==> src/ubch_pkg.sv <==
// Notes on behaviour
// - Receiver pulls the active-low interrupt line low while received data waits.
// - A lone received character of 0x20 or above is read out and shown on the display.
// - Receive FIFO is drained on every request while a message arrives.
// - After the end byte, buffered characters are shown about 0.5 s apart.
// - Command 0x03 returns the two temperature bytes to the PC.
// - Command 0x04 returns the DIP-switch states packed into three bytes.
// - First code button sends 0x05, second code button sends 0x06.
// - Apply button rewrites the configuration, baud divisor code included, from switches.
// - Request-to-send output is the inverse of its configuration bit.
// - Clear-to-send lamp is lit while clear-to-send input is low.
// - Four-bit baud divisor code selects the oscillator input divisor.
// - Divided baud clock runs at sixteen times the bit rate.
// - Only transmit and receive lines are needed; handshake lines are optional.
// - Board reset returns controller and serial port to power-on state.
// - Command 0x07 returns the 14 configuration bits as two bytes.
// - Applying switches writes one 16-bit configuration word.
package ubch_pkg;
	localparam logic [7:0] MSG_HEAD   = 8'h01;
	localparam logic [7:0] MSG_END    = 8'h02;
	localparam logic [7:0] CMD_TEMP   = 8'h03;
	localparam logic [7:0] CMD_DIP    = 8'h04;
	localparam logic [7:0] CODE_FIRST = 8'h05;
	localparam logic [7:0] CODE_SECND = 8'h06;
	localparam logic [7:0] CMD_CFG    = 8'h07;
	localparam logic [7:0] PRINT_MIN  = 8'h20;
	localparam int         MSG_MAX    = 50;
	localparam logic [3:0] OVS_MID    = 4'h7;
	localparam logic [3:0] OVS_LAST   = 4'hf;
	localparam int         CLK_MHZ    = 200;
	localparam int         SHOW_GAP_MS = 500;
	localparam int unsigned SHOW_GAP_CYC = SHOW_GAP_MS * CLK_MHZ * 1000;
	localparam logic [1:0] CFG_WR_HDR = 2'h3;
	// Switch bit positions: bank one at 0..7, bank two at 8..19
	localparam int SW_SHDN = 1;
	localparam int SW_IR   = 6;
	localparam int SW_ST   = 7;
	localparam int SW_PE   = 8;
	localparam int SW_LEN  = 9;
	localparam int SW_BAUD = 11;
	localparam int SW_RTS  = 17;
	localparam int SW_PT   = 18;
	localparam logic [15:0] CFG_WORD_RST = 16'h0000;

	typedef struct packed {
		logic       fen;
		logic       shdn_i;
		logic [3:0] irq_masks;
		logic       ir;
		logic       two_stop;
		logic       parity_en;
		logic       len7;
		logic [3:0] baud_divisor_code;
	} ubch_cfg_t;

	typedef enum logic [1:0] {ST_IDLE, ST_MSG, ST_SHOW, ST_SEND} ubch_state_t;
endpackage : ubch_pkg

==> src/ubch_top.sv <==
`timescale 1ns/1ps
module ubch_top #(
	parameter int unsigned SHOW_GAP_CYC = ubch_pkg::SHOW_GAP_CYC,
	parameter int          FIFO_DEPTH   = 8,
	parameter int          DIV_W        = 16,
	parameter int          BASE_DIV     = 1
) (
	input  wire logic        sys_clk_in,
	input  wire logic        rst_b_in,
	input  wire logic        serial_rx_in,
	input  wire logic        oscillator_input_in,
	input  wire logic        cts_b_in,
	input  wire logic        config_apply_button_in,
	input  wire logic        first_code_button_in,
	input  wire logic        second_code_button_in,
	input  wire logic [19:0] dip_switch_in,
	input  wire logic [15:0] temp_data_in,
	output logic             serial_tx_out,
	output logic             rts_b_out,
	output logic             cts_indicator_lamp_out,
	output logic             irq_b_out,
	output logic      [7:0]  display_char_out,
	output logic             display_strobe_out,
	output logic             rx_overrun_out,
	output logic      [15:0] cfg_word_out
);
	ubch_pkg::ubch_cfg_t   cfg;
	ubch_pkg::ubch_state_t state;
	logic        tick16;
	logic        rts_bit;
	logic        parity_val;
	// Receiver
	logic        rx_busy;
	logic [3:0]  rx_sub;
	logic [3:0]  rx_idx;
	logic [8:0]  rx_sh;
	logic        rx_push;
	logic [7:0]  rx_byte;
	logic        fifo_in_ready;
	logic        fifo_valid;
	logic [7:0]  fifo_data;
	// Transmitter
	logic        tx_busy;
	logic [3:0]  tx_sub;
	logic [3:0]  tx_left;
	logic [11:0] tx_sh;
	// Command handler
	logic [7:0]  msg_buf [ubch_pkg::MSG_MAX];
	logic [5:0]  msg_cnt;
	logic [5:0]  show_idx;
	logic [31:0] gap_cnt;
	logic [7:0]  rsp [3];
	logic [1:0]  rsp_len;
	logic [1:0]  rsp_idx;
	logic        apply_prev;
	logic        first_prev;
	logic        second_prev;
	logic        first_pend;
	logic        second_pend;

	assign cfg = ubch_pkg::ubch_cfg_t'(cfg_word_out[13:0]);

	ubch_baud_gen #(
		.DIV_W    (DIV_W),
		.BASE_DIV (BASE_DIV)
	) u_baud (
		.sys_clk_in           (sys_clk_in),
		.rst_b_in             (rst_b_in),
		.oscillator_input_in  (oscillator_input_in),
		.baud_divisor_code_in (cfg.baud_divisor_code),
		.tick16_out           (tick16)
	);

	// Receive framing
	wire [3:0] n_data   = cfg.len7 ? 4'd7 : 4'd8;
	wire [3:0] rx_last  = n_data + 4'(cfg.parity_en) + 4'd1;
	wire       rx_mid   = rx_busy && tick16 && (rx_sub == ubch_pkg::OVS_MID);
	wire       rx_start = !rx_busy && tick16 && !serial_rx_in;
	wire       rx_dbit  = rx_mid && (rx_idx != 4'd0) && (rx_idx <= n_data);
	wire       rx_stop  = rx_mid && (rx_idx == rx_last);
	wire       false_st = rx_mid && (rx_idx == 4'd0) && serial_rx_in;

	always_ff @(posedge sys_clk_in or negedge rst_b_in) begin
		if (!rst_b_in) begin
			rx_busy <= 1'b0;
			rx_sub  <= '0;
			rx_idx  <= '0;
			rx_sh   <= '0;
		end else begin
			if (rx_start) begin
				rx_busy <= 1'b1;
				rx_sub  <= '0;
				rx_idx  <= '0;
			end else if (rx_busy && tick16) begin
				rx_sub <= rx_sub + 1'b1;
				if (rx_sub == ubch_pkg::OVS_LAST)
					rx_idx <= rx_idx + 1'b1;
			end
			if (rx_stop || false_st)
				rx_busy <= 1'b0;
			if (rx_dbit)
				rx_sh <= {serial_rx_in, rx_sh[8:1]};
		end
	end

	assign rx_push = rx_stop;
	assign rx_byte = cfg.len7 ? {1'b0, rx_sh[8:2]} : rx_sh[8:1];

	// Drained whenever the handler is listening
	wire take = fifo_valid && (state == ubch_pkg::ST_IDLE || state == ubch_pkg::ST_MSG);

	ubch_fifo #(
		.WIDTH (8),
		.DEPTH (FIFO_DEPTH)
	) u_rx_fifo (
		.sys_clk_in    (sys_clk_in),
		.rst_b_in      (rst_b_in),
		.in_valid_in   (rx_push),
		.in_ready_out  (fifo_in_ready),
		.in_data_in    (rx_byte),
		.out_valid_out (fifo_valid),
		.out_ready_in  (take),
		.out_data_out  (fifo_data)
	);

	// Transmit framing: unused high positions stay at stop level
	wire       p_bit     = cfg.parity_en ? parity_val : 1'b1;
	wire [7:0] tx_byte   = rsp[rsp_idx];
	wire [11:0] frame    = cfg.len7 ? {3'h7, p_bit, tx_byte[6:0], 1'b0}
	                                : {2'h3, p_bit, tx_byte, 1'b0};
	wire [3:0] tx_bits   = 4'd2 + n_data + 4'(cfg.parity_en) + 4'(cfg.two_stop);
	wire       tx_start  = (state == ubch_pkg::ST_SEND) && !tx_busy && tick16 && (rsp_idx < rsp_len);
	wire       tx_shift  = tx_busy && tick16 && (tx_sub == ubch_pkg::OVS_LAST);

	always_ff @(posedge sys_clk_in or negedge rst_b_in) begin
		if (!rst_b_in) begin
			tx_busy       <= 1'b0;
			tx_sub        <= '0;
			tx_left       <= '0;
			tx_sh         <= 12'hfff;
			serial_tx_out <= 1'b1;
		end else if (tx_start) begin
			tx_busy       <= 1'b1;
			tx_sub        <= '0;
			tx_left       <= tx_bits;
			tx_sh         <= frame;
			serial_tx_out <= frame[0];
		end else if (tx_busy && tick16) begin
			tx_sub <= tx_sub + 1'b1;
			if (tx_shift) begin
				tx_sh         <= {1'b1, tx_sh[11:1]};
				serial_tx_out <= tx_sh[1];
				tx_left       <= tx_left - 1'b1;
				if (tx_left == 4'd1) begin
					tx_busy       <= 1'b0;
					serial_tx_out <= 1'b1;
				end
			end
		end
	end

	// Buttons and configuration
	wire apply_press  = config_apply_button_in && !apply_prev;
	wire first_press  = first_code_button_in && !first_prev;
	wire second_press = second_code_button_in && !second_prev;
	wire [15:0] sw_cfg_word = {ubch_pkg::CFG_WR_HDR, 1'b0,
	                           dip_switch_in[ubch_pkg::SW_SHDN], 4'h0,
	                           dip_switch_in[ubch_pkg::SW_IR],
	                           dip_switch_in[ubch_pkg::SW_ST],
	                           dip_switch_in[ubch_pkg::SW_PE],
	                           dip_switch_in[ubch_pkg::SW_LEN],
	                           dip_switch_in[ubch_pkg::SW_BAUD +: 4]};
	wire       idle_free = (state == ubch_pkg::ST_IDLE) && !take;

	always_ff @(posedge sys_clk_in or negedge rst_b_in) begin
		if (!rst_b_in) begin
			apply_prev             <= 1'b0;
			first_prev             <= 1'b0;
			second_prev            <= 1'b0;
			cfg_word_out           <= ubch_pkg::CFG_WORD_RST;
			rts_bit                <= 1'b0;
			parity_val             <= 1'b0;
			rts_b_out              <= 1'b1;
			cts_indicator_lamp_out <= 1'b0;
			irq_b_out              <= 1'b1;
			rx_overrun_out         <= 1'b0;
		end else begin
			apply_prev  <= config_apply_button_in;
			first_prev  <= first_code_button_in;
			second_prev <= second_code_button_in;
			if (apply_press) begin
				cfg_word_out <= sw_cfg_word;
				rts_bit      <= dip_switch_in[ubch_pkg::SW_RTS];
				parity_val   <= dip_switch_in[ubch_pkg::SW_PT];
			end
			rts_b_out              <= ~rts_bit;
			cts_indicator_lamp_out <= ~cts_b_in;
			irq_b_out              <= ~fifo_valid;
			if (rx_push && !fifo_in_ready)
				rx_overrun_out <= 1'b1;
		end
	end

	// Pending code sends; a new press wins over the clear
	always_ff @(posedge sys_clk_in or negedge rst_b_in) begin
		if (!rst_b_in) begin
			first_pend  <= 1'b0;
			second_pend <= 1'b0;
		end else begin
			first_pend  <= first_press || (first_pend && !idle_free);
			second_pend <= second_press || (second_pend && !(idle_free && !first_pend));
		end
	end

	always_ff @(posedge sys_clk_in) begin
		if (state == ubch_pkg::ST_MSG && take && fifo_data != ubch_pkg::MSG_END
		    && fifo_data != ubch_pkg::MSG_HEAD && msg_cnt < 6'(ubch_pkg::MSG_MAX))
			msg_buf[msg_cnt] <= fifo_data;
	end

	// Command handler
	always_ff @(posedge sys_clk_in or negedge rst_b_in) begin
		if (!rst_b_in) begin
			state              <= ubch_pkg::ST_IDLE;
			msg_cnt            <= '0;
			show_idx           <= '0;
			gap_cnt            <= '0;
			rsp[0]             <= '0;
			rsp[1]             <= '0;
			rsp[2]             <= '0;
			rsp_len            <= '0;
			rsp_idx            <= '0;
			display_char_out   <= '0;
			display_strobe_out <= 1'b0;
		end else begin
			display_strobe_out <= 1'b0;
			case (state)
				ubch_pkg::ST_IDLE: begin
					rsp_idx <= '0;
					if (take) begin
						case (fifo_data)
							ubch_pkg::MSG_HEAD: begin
								msg_cnt <= '0;
								state   <= ubch_pkg::ST_MSG;
							end
							ubch_pkg::CMD_TEMP: begin
								rsp[0]  <= temp_data_in[15:8];
								rsp[1]  <= temp_data_in[7:0];
								rsp_len <= 2'd2;
								state   <= ubch_pkg::ST_SEND;
							end
							ubch_pkg::CMD_DIP: begin
								rsp[0]  <= {4'h0, dip_switch_in[19:16]};
								rsp[1]  <= dip_switch_in[15:8];
								rsp[2]  <= dip_switch_in[7:0];
								rsp_len <= 2'd3;
								state   <= ubch_pkg::ST_SEND;
							end
							ubch_pkg::CMD_CFG: begin
								rsp[0]  <= {2'h0, cfg_word_out[13:8]};
								rsp[1]  <= cfg_word_out[7:0];
								rsp_len <= 2'd2;
								state   <= ubch_pkg::ST_SEND;
							end
							default: begin
								if (fifo_data >= ubch_pkg::PRINT_MIN) begin
									display_char_out   <= fifo_data;
									display_strobe_out <= 1'b1;
								end
							end
						endcase
					end else if (first_pend || second_pend) begin
						rsp[0]  <= first_pend ? ubch_pkg::CODE_FIRST
						                      : ubch_pkg::CODE_SECND;
						rsp_len <= 2'd1;
						state   <= ubch_pkg::ST_SEND;
					end
				end
				ubch_pkg::ST_MSG: begin
					if (take) begin
						if (fifo_data == ubch_pkg::MSG_END) begin
							show_idx <= '0;
							gap_cnt  <= '0;
							state    <= ubch_pkg::ST_SHOW;
						end else if (fifo_data == ubch_pkg::MSG_HEAD) begin
							msg_cnt <= '0;
						end else if (msg_cnt < 6'(ubch_pkg::MSG_MAX)) begin
							msg_cnt <= msg_cnt + 1'b1;
						end
					end
				end
				ubch_pkg::ST_SHOW: begin
					if (gap_cnt != '0) begin
						gap_cnt <= gap_cnt - 1'b1;
					end else if (show_idx == msg_cnt) begin
						state <= ubch_pkg::ST_IDLE;
					end else begin
						display_char_out   <= msg_buf[show_idx];
						display_strobe_out <= 1'b1;
						show_idx           <= show_idx + 1'b1;
						gap_cnt            <= SHOW_GAP_CYC - 1;
					end
				end
				ubch_pkg::ST_SEND: begin
					if (tx_start)
						rsp_idx <= rsp_idx + 1'b1;
					else if (!tx_busy && rsp_idx == rsp_len)
						state <= ubch_pkg::ST_IDLE;
				end
				default: state <= ubch_pkg::ST_IDLE;
			endcase
		end
	end
endmodule : ubch_top

==> src/ubch_fifo.sv <==
`timescale 1ns/1ps
module ubch_fifo #(
	parameter int WIDTH = 8,
	parameter int DEPTH = 8
) (
	input  wire logic             sys_clk_in,
	input  wire logic             rst_b_in,
	input  wire logic             in_valid_in,
	output logic                  in_ready_out,
	input  wire logic [WIDTH-1:0] in_data_in,
	output logic                  out_valid_out,
	input  wire logic             out_ready_in,
	output logic      [WIDTH-1:0] out_data_out
);
	localparam int AW = $clog2(DEPTH);
	logic [WIDTH-1:0] mem [DEPTH];
	logic [AW-1:0]    wr_ptr;
	logic [AW-1:0]    rd_ptr;
	logic [AW:0]      count;
	wire              push = in_valid_in && in_ready_out;
	wire              pop  = out_valid_out && out_ready_in;

	assign in_ready_out  = (count != (AW+1)'(DEPTH));
	assign out_valid_out = (count != '0);
	assign out_data_out  = mem[rd_ptr];

	always_ff @(posedge sys_clk_in) begin
		if (push)
			mem[wr_ptr] <= in_data_in;
	end

	always_ff @(posedge sys_clk_in or negedge rst_b_in) begin
		if (!rst_b_in) begin
			wr_ptr <= '0;
			rd_ptr <= '0;
			count  <= '0;
		end else begin
			if (push)
				wr_ptr <= (wr_ptr == AW'(DEPTH-1)) ? '0 : wr_ptr + 1'b1;
			if (pop)
				rd_ptr <= (rd_ptr == AW'(DEPTH-1)) ? '0 : rd_ptr + 1'b1;
			count <= count + (AW+1)'(push) - (AW+1)'(pop);
		end
	end
endmodule : ubch_fifo

==> src/ubch_baud_gen.sv <==
`timescale 1ns/1ps
module ubch_baud_gen #(
	parameter int DIV_W    = 16,
	parameter int BASE_DIV = 1
) (
	input  wire logic       sys_clk_in,
	input  wire logic       rst_b_in,
	input  wire logic       oscillator_input_in,
	input  wire logic [3:0] baud_divisor_code_in,
	output logic            tick16_out
);
	logic             osc_prev;
	logic [DIV_W-1:0] div_cnt;
	wire              osc_rise = oscillator_input_in && !osc_prev;
	wire [DIV_W-1:0]  baud_rate_divisor = DIV_W'(BASE_DIV) << baud_divisor_code_in;
	wire              wrap = (div_cnt >= baud_rate_divisor - 1'b1);

	always_ff @(posedge sys_clk_in or negedge rst_b_in) begin
		if (!rst_b_in) begin
			osc_prev   <= 1'b0;
			div_cnt    <= '0;
			tick16_out <= 1'b0;
		end else begin
			osc_prev   <= oscillator_input_in;
			tick16_out <= osc_rise && wrap;
			if (osc_rise)
				div_cnt <= wrap ? '0 : div_cnt + 1'b1;
		end
	end
endmodule : ubch_baud_gen

==> config.mk <==
export PLATFORM = sky130hd
export DESIGN_NAME = ubch_top
export DESIGN_NICKNAME = d
export VERILOG_FILES = /design/src/ubch_pkg.sv /design/src/ubch_top.sv /design/src/ubch_fifo.sv /design/src/ubch_baud_gen.sv
export SDC_FILE = /design/constraint.sdc
export NUM_CORES = 1
export LEC_CHECK = 0
export ABC_CLOCK_PERIOD_IN_PS = 6870
export BUFFER_PORTS_ARGS = -buffer_cell sky130_fd_sc_hd__buf_2
export CORE_MARGIN = 2
export CORE_UTILIZATION = 44
export DETAILED_ROUTE_END_ITERATION = 16
export GPL_ROUTABILITY_DRIVEN = 1
export PLACE_DENSITY_LB_ADDON = 0.12
export SLEW_MARGIN = 20
export SYNTH_ARGS = -nofsm -noshare
export SYNTH_HDL_FRONTEND = slang
export SYNTH_SLANG_ARGS = --single-unit
==> constraint.sdc <==
create_clock -name sys_clk_in -period 6.87 [get_ports sys_clk_in]
set_clock_uncertainty 0.15 [all_clocks]
set_input_delay 0 -clock sys_clk_in [delete_from_list [all_inputs] [get_ports sys_clk_in]]
set_output_delay 0 -clock sys_clk_in [all_outputs]
set_load 0.01 [all_outputs]
# Word-level counts from Yosys, hierarchy flattened
# Memory sizes are Yosys's and may differ from the RTL's.
# Index checks and enable logic that the tools add are counted.
# totals
input_bits	44
memories	2
regBits	172
out_inout_bits	30
mem_bits_rw	464
word_cells	276
# classes
muxes	85
n_eq_ne	39
n_addsub	19
magnitude_cmp	6
bitwise	4
shifts	1
reduce_logical	82
# mem_list
memory	words	word_bits	rd	rd_ports_with_merged_regs	write_ports	line_no	text
msg_buf	50	8	1	0	1	ubch_top.sv:48	logic [7:0] msg_buf [ubch_pkg::MSG_MAX];
u_rx_fifo.mem	8	8	1	0	1	ubch_fifo.sv:16	logic [WIDTH-1:0] mem [DEPTH];
# ops
cell	count
$mux 32	4
$mux 8	10
$pmux 32 s2	1
$mux 6	10
$pmux 16 s3	1
$mux 4	11
$mux 12	3
$logic_and 1x1->1	32
$reduce_bool 32->1	1
$sub 32x1->32 const B	1
$mux 2	12
$pmux 6 s2	2
$reduce_bool 2->1	11
$mux 1	20
$ne 2x2->1 const B	9
$add 16x1->16 const B	1
$add 4x1->4	4
$add 4x1->4 const B	4
$bmux 8 s2	1
$eq 8x2->1 const B	2
$eq 8x3->1 const B	2
$ge 16x16->1	1
$mux 16	1
$pmux 8 s2	1
other kinds (54)	91

# Logic depth before layout (Yosys ltp)
# depth
depth_word	9
depth_mapped	18
mapped_depth_nobuf	15

# Modules after synthesis
# From an unflattened synthesis, not the netlist that was laid out.
# unflattened
hier_cells	1892
hier_area_um2	27684.1
# modules_own_cells
mod	n_inst	area_per_inst_um2	cells_per_inst	seq_area_each_um2
ubch_top	1	23198.5	1584	15529.9
ubch_fifo	1	3098.0	150	2172.1
ubch_baud_gen	1	1387.6	158	450.4

# Worst setup path after synthesis
# OpenSTA, ideal clock, no wires.
# synth_path
kind	register to register
from	reg cfg_word_out[0]
to	reg u_baud.div_cnt[10]
arrival_time_ns	3.398
period_less_slack_ns	3.620
path_stages_with_launch	18
setup_time_ns	0.072
n_path_buf	3
path_slack_ns	3.250
t_required_ns	6.648
cell_sequence	dfrtp_1 -> clkbuf_1 -> or2_2 -> nand2b_1 -> ha_1 -> clkbuf_1 -> nor2_1 -> a31oi_1 -> nor2_1 -> a21oi_1 -> ha_1 -> and3_1 -> a2111oi_0 -> o21ai_0 -> a21o_1 -> and2_1 -> clkbuf_1 -> nor2_1
# synth_between
elab_chain_cells	4
# synth_lines
item	line_no	text
from (decl)	ubch_top.sv:25	output logic [15:0] cfg_word_out
from (signal assigned)	ubch_top.sv:180	cfg_word_out <= ubch_pkg::CFG_WORD_RST;
from (signal assigned)	ubch_top.sv:192	cfg_word_out <= sw_cfg_word;
$shl 1x4->16	ubch_baud_gen.sv:15	wire [DIV_W-1:0] baud_rate_divisor = DIV_W'(BASE_DIV) << baud_divisor_code_in;
$sub 16x1->16	ubch_baud_gen.sv:16	wire wrap = (div_cnt >= baud_rate_divisor - 1'b1);
$ge 16x16->1	ubch_baud_gen.sv:16	
$mux 16	ubch_baud_gen.sv:27	div_cnt <= wrap ? '0 : div_cnt + 1'b1;
to (signal assigned)	ubch_baud_gen.sv:27	
to (decl)	ubch_baud_gen.sv:13	logic [DIV_W-1:0] div_cnt;
# Every way passes these cells.
# A chain may end at the register's enable or synchronous reset.

# Worst setup path after layout
# layout_path
from	reg u_rx_fifo.rd_ptr[1]
to	reg rsp[15] (netlist name)
# layout_between
elab_chain_cells	4
elab_cells_between_ends	7
cone_classes	eq/ne: 3; mux: 1; reduce/logical: 2; memory: 1
# layout_lines
item	line_no	text
from (decl)	ubch_fifo.sv:18	logic [AW-1:0] rd_ptr;
from (signal assigned)	ubch_fifo.sv:41	rd_ptr <= (rd_ptr == AW'(DEPTH-1)) ? '0 : rd_ptr + 1'b1;
$mem_v2 8x8 *	-	
via fifo_data[0]	ubch_top.sv:41	logic [7:0] fifo_data;
$eq 8x3->1 or $eq 8x2->1 (tied branches)	ubch_top.sv:241	case (fifo_data)
$reduce_bool 3->1 (no line)	-	
$reduce_and 3->1 (no line)	-	
to (decl)	ubch_top.sv:52	logic [7:0] rsp [3];
# The timed path passes the listed nets; every way through them passes the cells marked *.

==> flow_summary_export.csv <==
group,metric,value,unit
placement,portBuffers,68,
clock_tree,cts.repair_timing.setup_buffer_count,0,
route,drc,0,
floorplan,core_outline_area,61800,sq um
timing,setup_violations,0,
floorplan,dieHeight,254,um
critical_path,critPathKind,"register to register",
placement,place_worst_setup_slack,2.28,ns
yosys,synth_flop_cell,"sky130_fd_sc_hd__edfxtp_1",
route,routed_via_count,15914,
power_and_ir_drop,peakVddDrop,0.186,mV
cells_and_area,finish.net_count,2013,
critical_path,path_buf_inv,2,
placement,placedCellCount,2624,
placement,place_hpwl,42500,um
clock_tree,htree_levels,3,
critical_path,ff2ff_path_depth,9,
route,avgRoutedWirePerCell,23.7,um
power_and_ir_drop,p_leak,9.92,nW
critical_path,crit_path_start_kind,"register",
global_route,grt_max_degree,78,
yosys,synth_top_cells_by_area,"sky130_fd_sc_hd__edfxtp_1, sky130_fd_sc_hd__dfrtp_1, sky130_fd_sc_hd__mux4_2",
critical_path,critical_path_arrival,5.22,ns
critical_path,worst-path-stages,9,
global_route,grt_pass1_wl,102000,um
yosys,postSynthCellCount,1794,
floorplan,die_w,254,um
timing,post-route-min-period,4.89,ns
cells_and_area,post_route_cells_drive_above_1_share,21.6,%
clock_tree,holdBufCountCts,63,
outcome,run_status,"finished, final reports clean",
placement,gp_routability_congestion,0.791,
yosys,synth_seq_cells,632,
job,max_cap_viol_count,0,
cells_and_area,final_common_cell,"sky130_fd_sc_hd__edfxtp_1",
floorplan,boundaryPins,74,
critical_path,crit_path_cell_trace,"mux4_2, mux2i_4, inv_2, nor3_4, or2_2, nand3_2, a22oi_1, o21ai_0, dlygate4sd3_1",
floorplan,placement_rows,91,
yosys,post_synth_instance_area,27600,sq um
critical_path,worst_setup_path_startpoint,"u_rx_fifo.rd_ptr[1]",
clock_tree,root_buffer,"sky130_fd_sc_hd__clkbuf_16",
critical_path,timing.critical_path.max_delay_family,"simple AND/OR/NAND/NOR gates",
yosys,seq_area_frac_synth,65.9,%
timing,tns,0,ns
critical_path,worstSetupEndpoint,"rsp[15]",
cells_and_area,insertedDiodeCount,0,
critical_path,worst_ep_required_time,7.20,ns
clock_tree,cts_buffer_depth,3,
timing,setup_slack,1.98,ns
floorplan,starting_density_of_the_core,44.6,%
cells_and_area,commonest_cells_after_routing_fill_and_taps_aside,"sky130_fd_sc_hd__edfxtp_1, sky130_fd_sc_hd__dfrtp_1, sky130_fd_sc_hd__nor2_1",
yosys,syn-mean-instance-area,15.4,sq um
timing,slew_viols_final,0,
min_path,hold_path.class,"primary input to register",
floorplan,die_area,64600,sq um
route,post_route_ant_nets,0,
route,drt_first_iter_violations,1214,
global_route,grt-ovfl-total,0,
timing,transition_time_of_the_tightest_slew_check_pin,1.09,ns
route,drt-vias-per-instance,5.66,
critical_path,critPathSlowestCell,"sky130_fd_sc_hd__dfrtp_1",
yosys,synth-warning-count,0,
route,number_of_iterations_in_the_first_detailed_routing_pass,5,
clock_tree,post_cts_resize_count,0,
clock_tree,cts_sinks,632,
critical_path,crit_path_end_kind,"register",
clock_tree,tritoncts,"yes",
timing,max_freq,205,MHz
timing,final_hold_viol_count,0,
yosys,ys_async_sr_fraction,26.6,%
critical_path,critPathMaxStageDelay,1.01,ns
yosys,cell_accounting_for_the_most_synthesized_area,"sky130_fd_sc_hd__edfxtp_1",
yosys,yosysUniqueCellTypes,85,
global_route,gr-usage-all-layers,21.2,%
timing,grt_setup_unrepaired,"no",
clock_tree,worst_skew_pair.late_latency,0.61,ns
critical_path,crit-reg2reg-capture,"rsp[15]",
yosys,synth_enable_flop_cells,464,
clock_tree,register_clock_pin_slew_on_the_reported_worst_setup_and_hold_paths,0.06,ns
critical_path,crit_path_max_fanout,51,
cells_and_area,finish.cell_count_without_fillers,2814,
yosys,yosys.area.top_type_share,50.6,%
critical_path,critical_path.reg2reg.startpoint,"u_rx_fifo.rd_ptr[1]",
route,drt-total-wl,66700,um
timing,tightest_slew_margin_relative_to_the_limit,27.4,%
critical_path,timing.reg2reg.setup_slack,1.98,ns
power_and_ir_drop,power_per_cell_area,263,nW/um^2
clock_tree,tritoncts.num_buffers,69,
timing,timing.final.crit_share,71.1,%
global_route,number_of_global_route_vias_before_repair,16553,
global_route,initial_antenna_violation_count,0,
cells_and_area,flow.area_growth_from_synthesis,15.2,%
[area by class of cell]
cell class / instances / area, sq um
Inverter: 42 / 158
Clock buffer: 94 / 2000
Multi-Input combinational cell: 1023 / 8870
Clock inverter: 33 / 329
Sequential cell: 632 / 18200
Tap cell: 837 / 1050
Fill cell: 5082 / 30100
Timing Repair Buffer: 153 / 1170
[synthesized netlist by cell type, types with 4 or more instances]
master and n:
sky130_fd_sc_hd__xor2_1 27, sky130_fd_sc_hd__a22o_1 22, sky130_fd_sc_hd__a21o_1 15, sky130_fd_sc_hd__or4_1 5
sky130_fd_sc_hd__nor2b_1 16, sky130_fd_sc_hd__buf_1 17, sky130_fd_sc_hd__clkbuf_1 50, sky130_fd_sc_hd__dfrtp_1 156
sky130_fd_sc_hd__o21ai_0 70, sky130_fd_sc_hd__o21ai_1 4, sky130_fd_sc_hd__a221oi_1 12, sky130_fd_sc_hd__nor3b_1 10
sky130_fd_sc_hd__nand3_1 27, sky130_fd_sc_hd__inv_1 39, sky130_fd_sc_hd__o31ai_1 8, sky130_fd_sc_hd__mux2i_1 40
sky130_fd_sc_hd__nand3b_1 7, sky130_fd_sc_hd__mux4_2 126, sky130_fd_sc_hd__or3_1 7, sky130_fd_sc_hd__a32oi_1 4
sky130_fd_sc_hd__o22a_1 6, sky130_fd_sc_hd__nor4_1 10, sky130_fd_sc_hd__o211ai_1 5, sky130_fd_sc_hd__buf_4 7
sky130_fd_sc_hd__a31oi_1 7, sky130_fd_sc_hd__or4b_1 4, sky130_fd_sc_hd__nor2_1 138, sky130_fd_sc_hd__edfxtp_1 464
sky130_fd_sc_hd__dfstp_2 12, sky130_fd_sc_hd__nand2_1 120, sky130_fd_sc_hd__a22oi_1 13, sky130_fd_sc_hd__or2_2 8
sky130_fd_sc_hd__mux2_2 43, sky130_fd_sc_hd__xnor2_1 17, sky130_fd_sc_hd__nand4_1 14, sky130_fd_sc_hd__ha_1 46
sky130_fd_sc_hd__o21a_1 5, sky130_fd_sc_hd__nand2b_1 16, sky130_fd_sc_hd__nor3_1 42, sky130_fd_sc_hd__a21oi_1 49
sky130_fd_sc_hd__and3_1 15, sky130_fd_sc_hd__buf_2 25
[report_power, final]
group	total, mW	internal, mW	switching [mW]
logic	0.407	0.169	0.238
clock network	3.76	2.24	1.52
registers	4.17	4.10	0.0725
[worst min-delay path by stage]
stage,start,slack [ns],endpoint,cells past startpoint
2_1_floorplan,rst_b_in,-0.45,apply_prev,0
3_3_place_gp,config_apply_button_in,-0.03,apply_prev,1
3_5_place_dp,config_apply_button_in,-0.02,apply_prev,1
4_1_cts,dip_switch_in[14],0.006,cfg_word_out[3],4
5_1_grt,dip_switch_in[5],0.04,rsp[5],3
6_report,dip_switch_in[7],0.04,cfg_word_out[6],4
[cells by family (layout without fill, tap and decap cells)]
family,Yosys count,after routing,share of synthesized area (%)
buf+inv,143,322,2.21
fa+ha+maj,48,48,2.23
simple gates,457,457,8.17
xor+xnor,44,44,1.40
mux,212,212,13.8
other cells,2,6,0.0273
compound gates,256,256,6.32
flops,632,632,65.9
[worst min-delay path: cells and delay by family]
family                 cells  cell delay [ns]
buffers and inverters      2             0.66
AO/OA/AOI/OAI              1             0.06
AND/OR/NAND/NOR            1             0.04
[metrics by stage]
step	power, mW	hold slack (ns)	area, sq um	utilization, %
after floorplan	4.48	-0.446	27600	-
after global placement	4.62	-0.0293	28700	46.4
after detailed placement	4.63	-0.0225	28700	46.5
after CTS	8.42	0.00642	31700	51.3
after global routing	8.62	0.0363	31700	51.3
final	8.34	0.0439	31700	51.3
[per-layer routing]
layer	global-route usage, %	part of all wire [%]	up-vias	wire (um)
met4	6.03	2.0	0	1350
met3	3.18	5.0	88	3360
li1	-	-	7192	-
met1	29.0	43	8202	29000
met5	0	0	-	0
met2	35.6	49	432	33000
[flip-flops by register name, indices dropped and copies added, names as in the netlist, 2 cells and up]
signal,flops
tx_sh,9
u_rx_fifo.rd_ptr,3
rsp_len,2
rsp,24
tx_left,4
cfg_word_out,10
u_rx_fifo.mem,64
tx_sub,4
u_rx_fifo.count,4
display_char_out,8
rx_sh,8
u_baud.div_cnt,16
u_rx_fifo.wr_ptr,3
show_idx,6
rx_idx,4
rx_sub,4
msg_buf,400
rsp_idx,2
state,2
msg_cnt,6
gap_cnt,32
(Power assumes the default switching activity.)
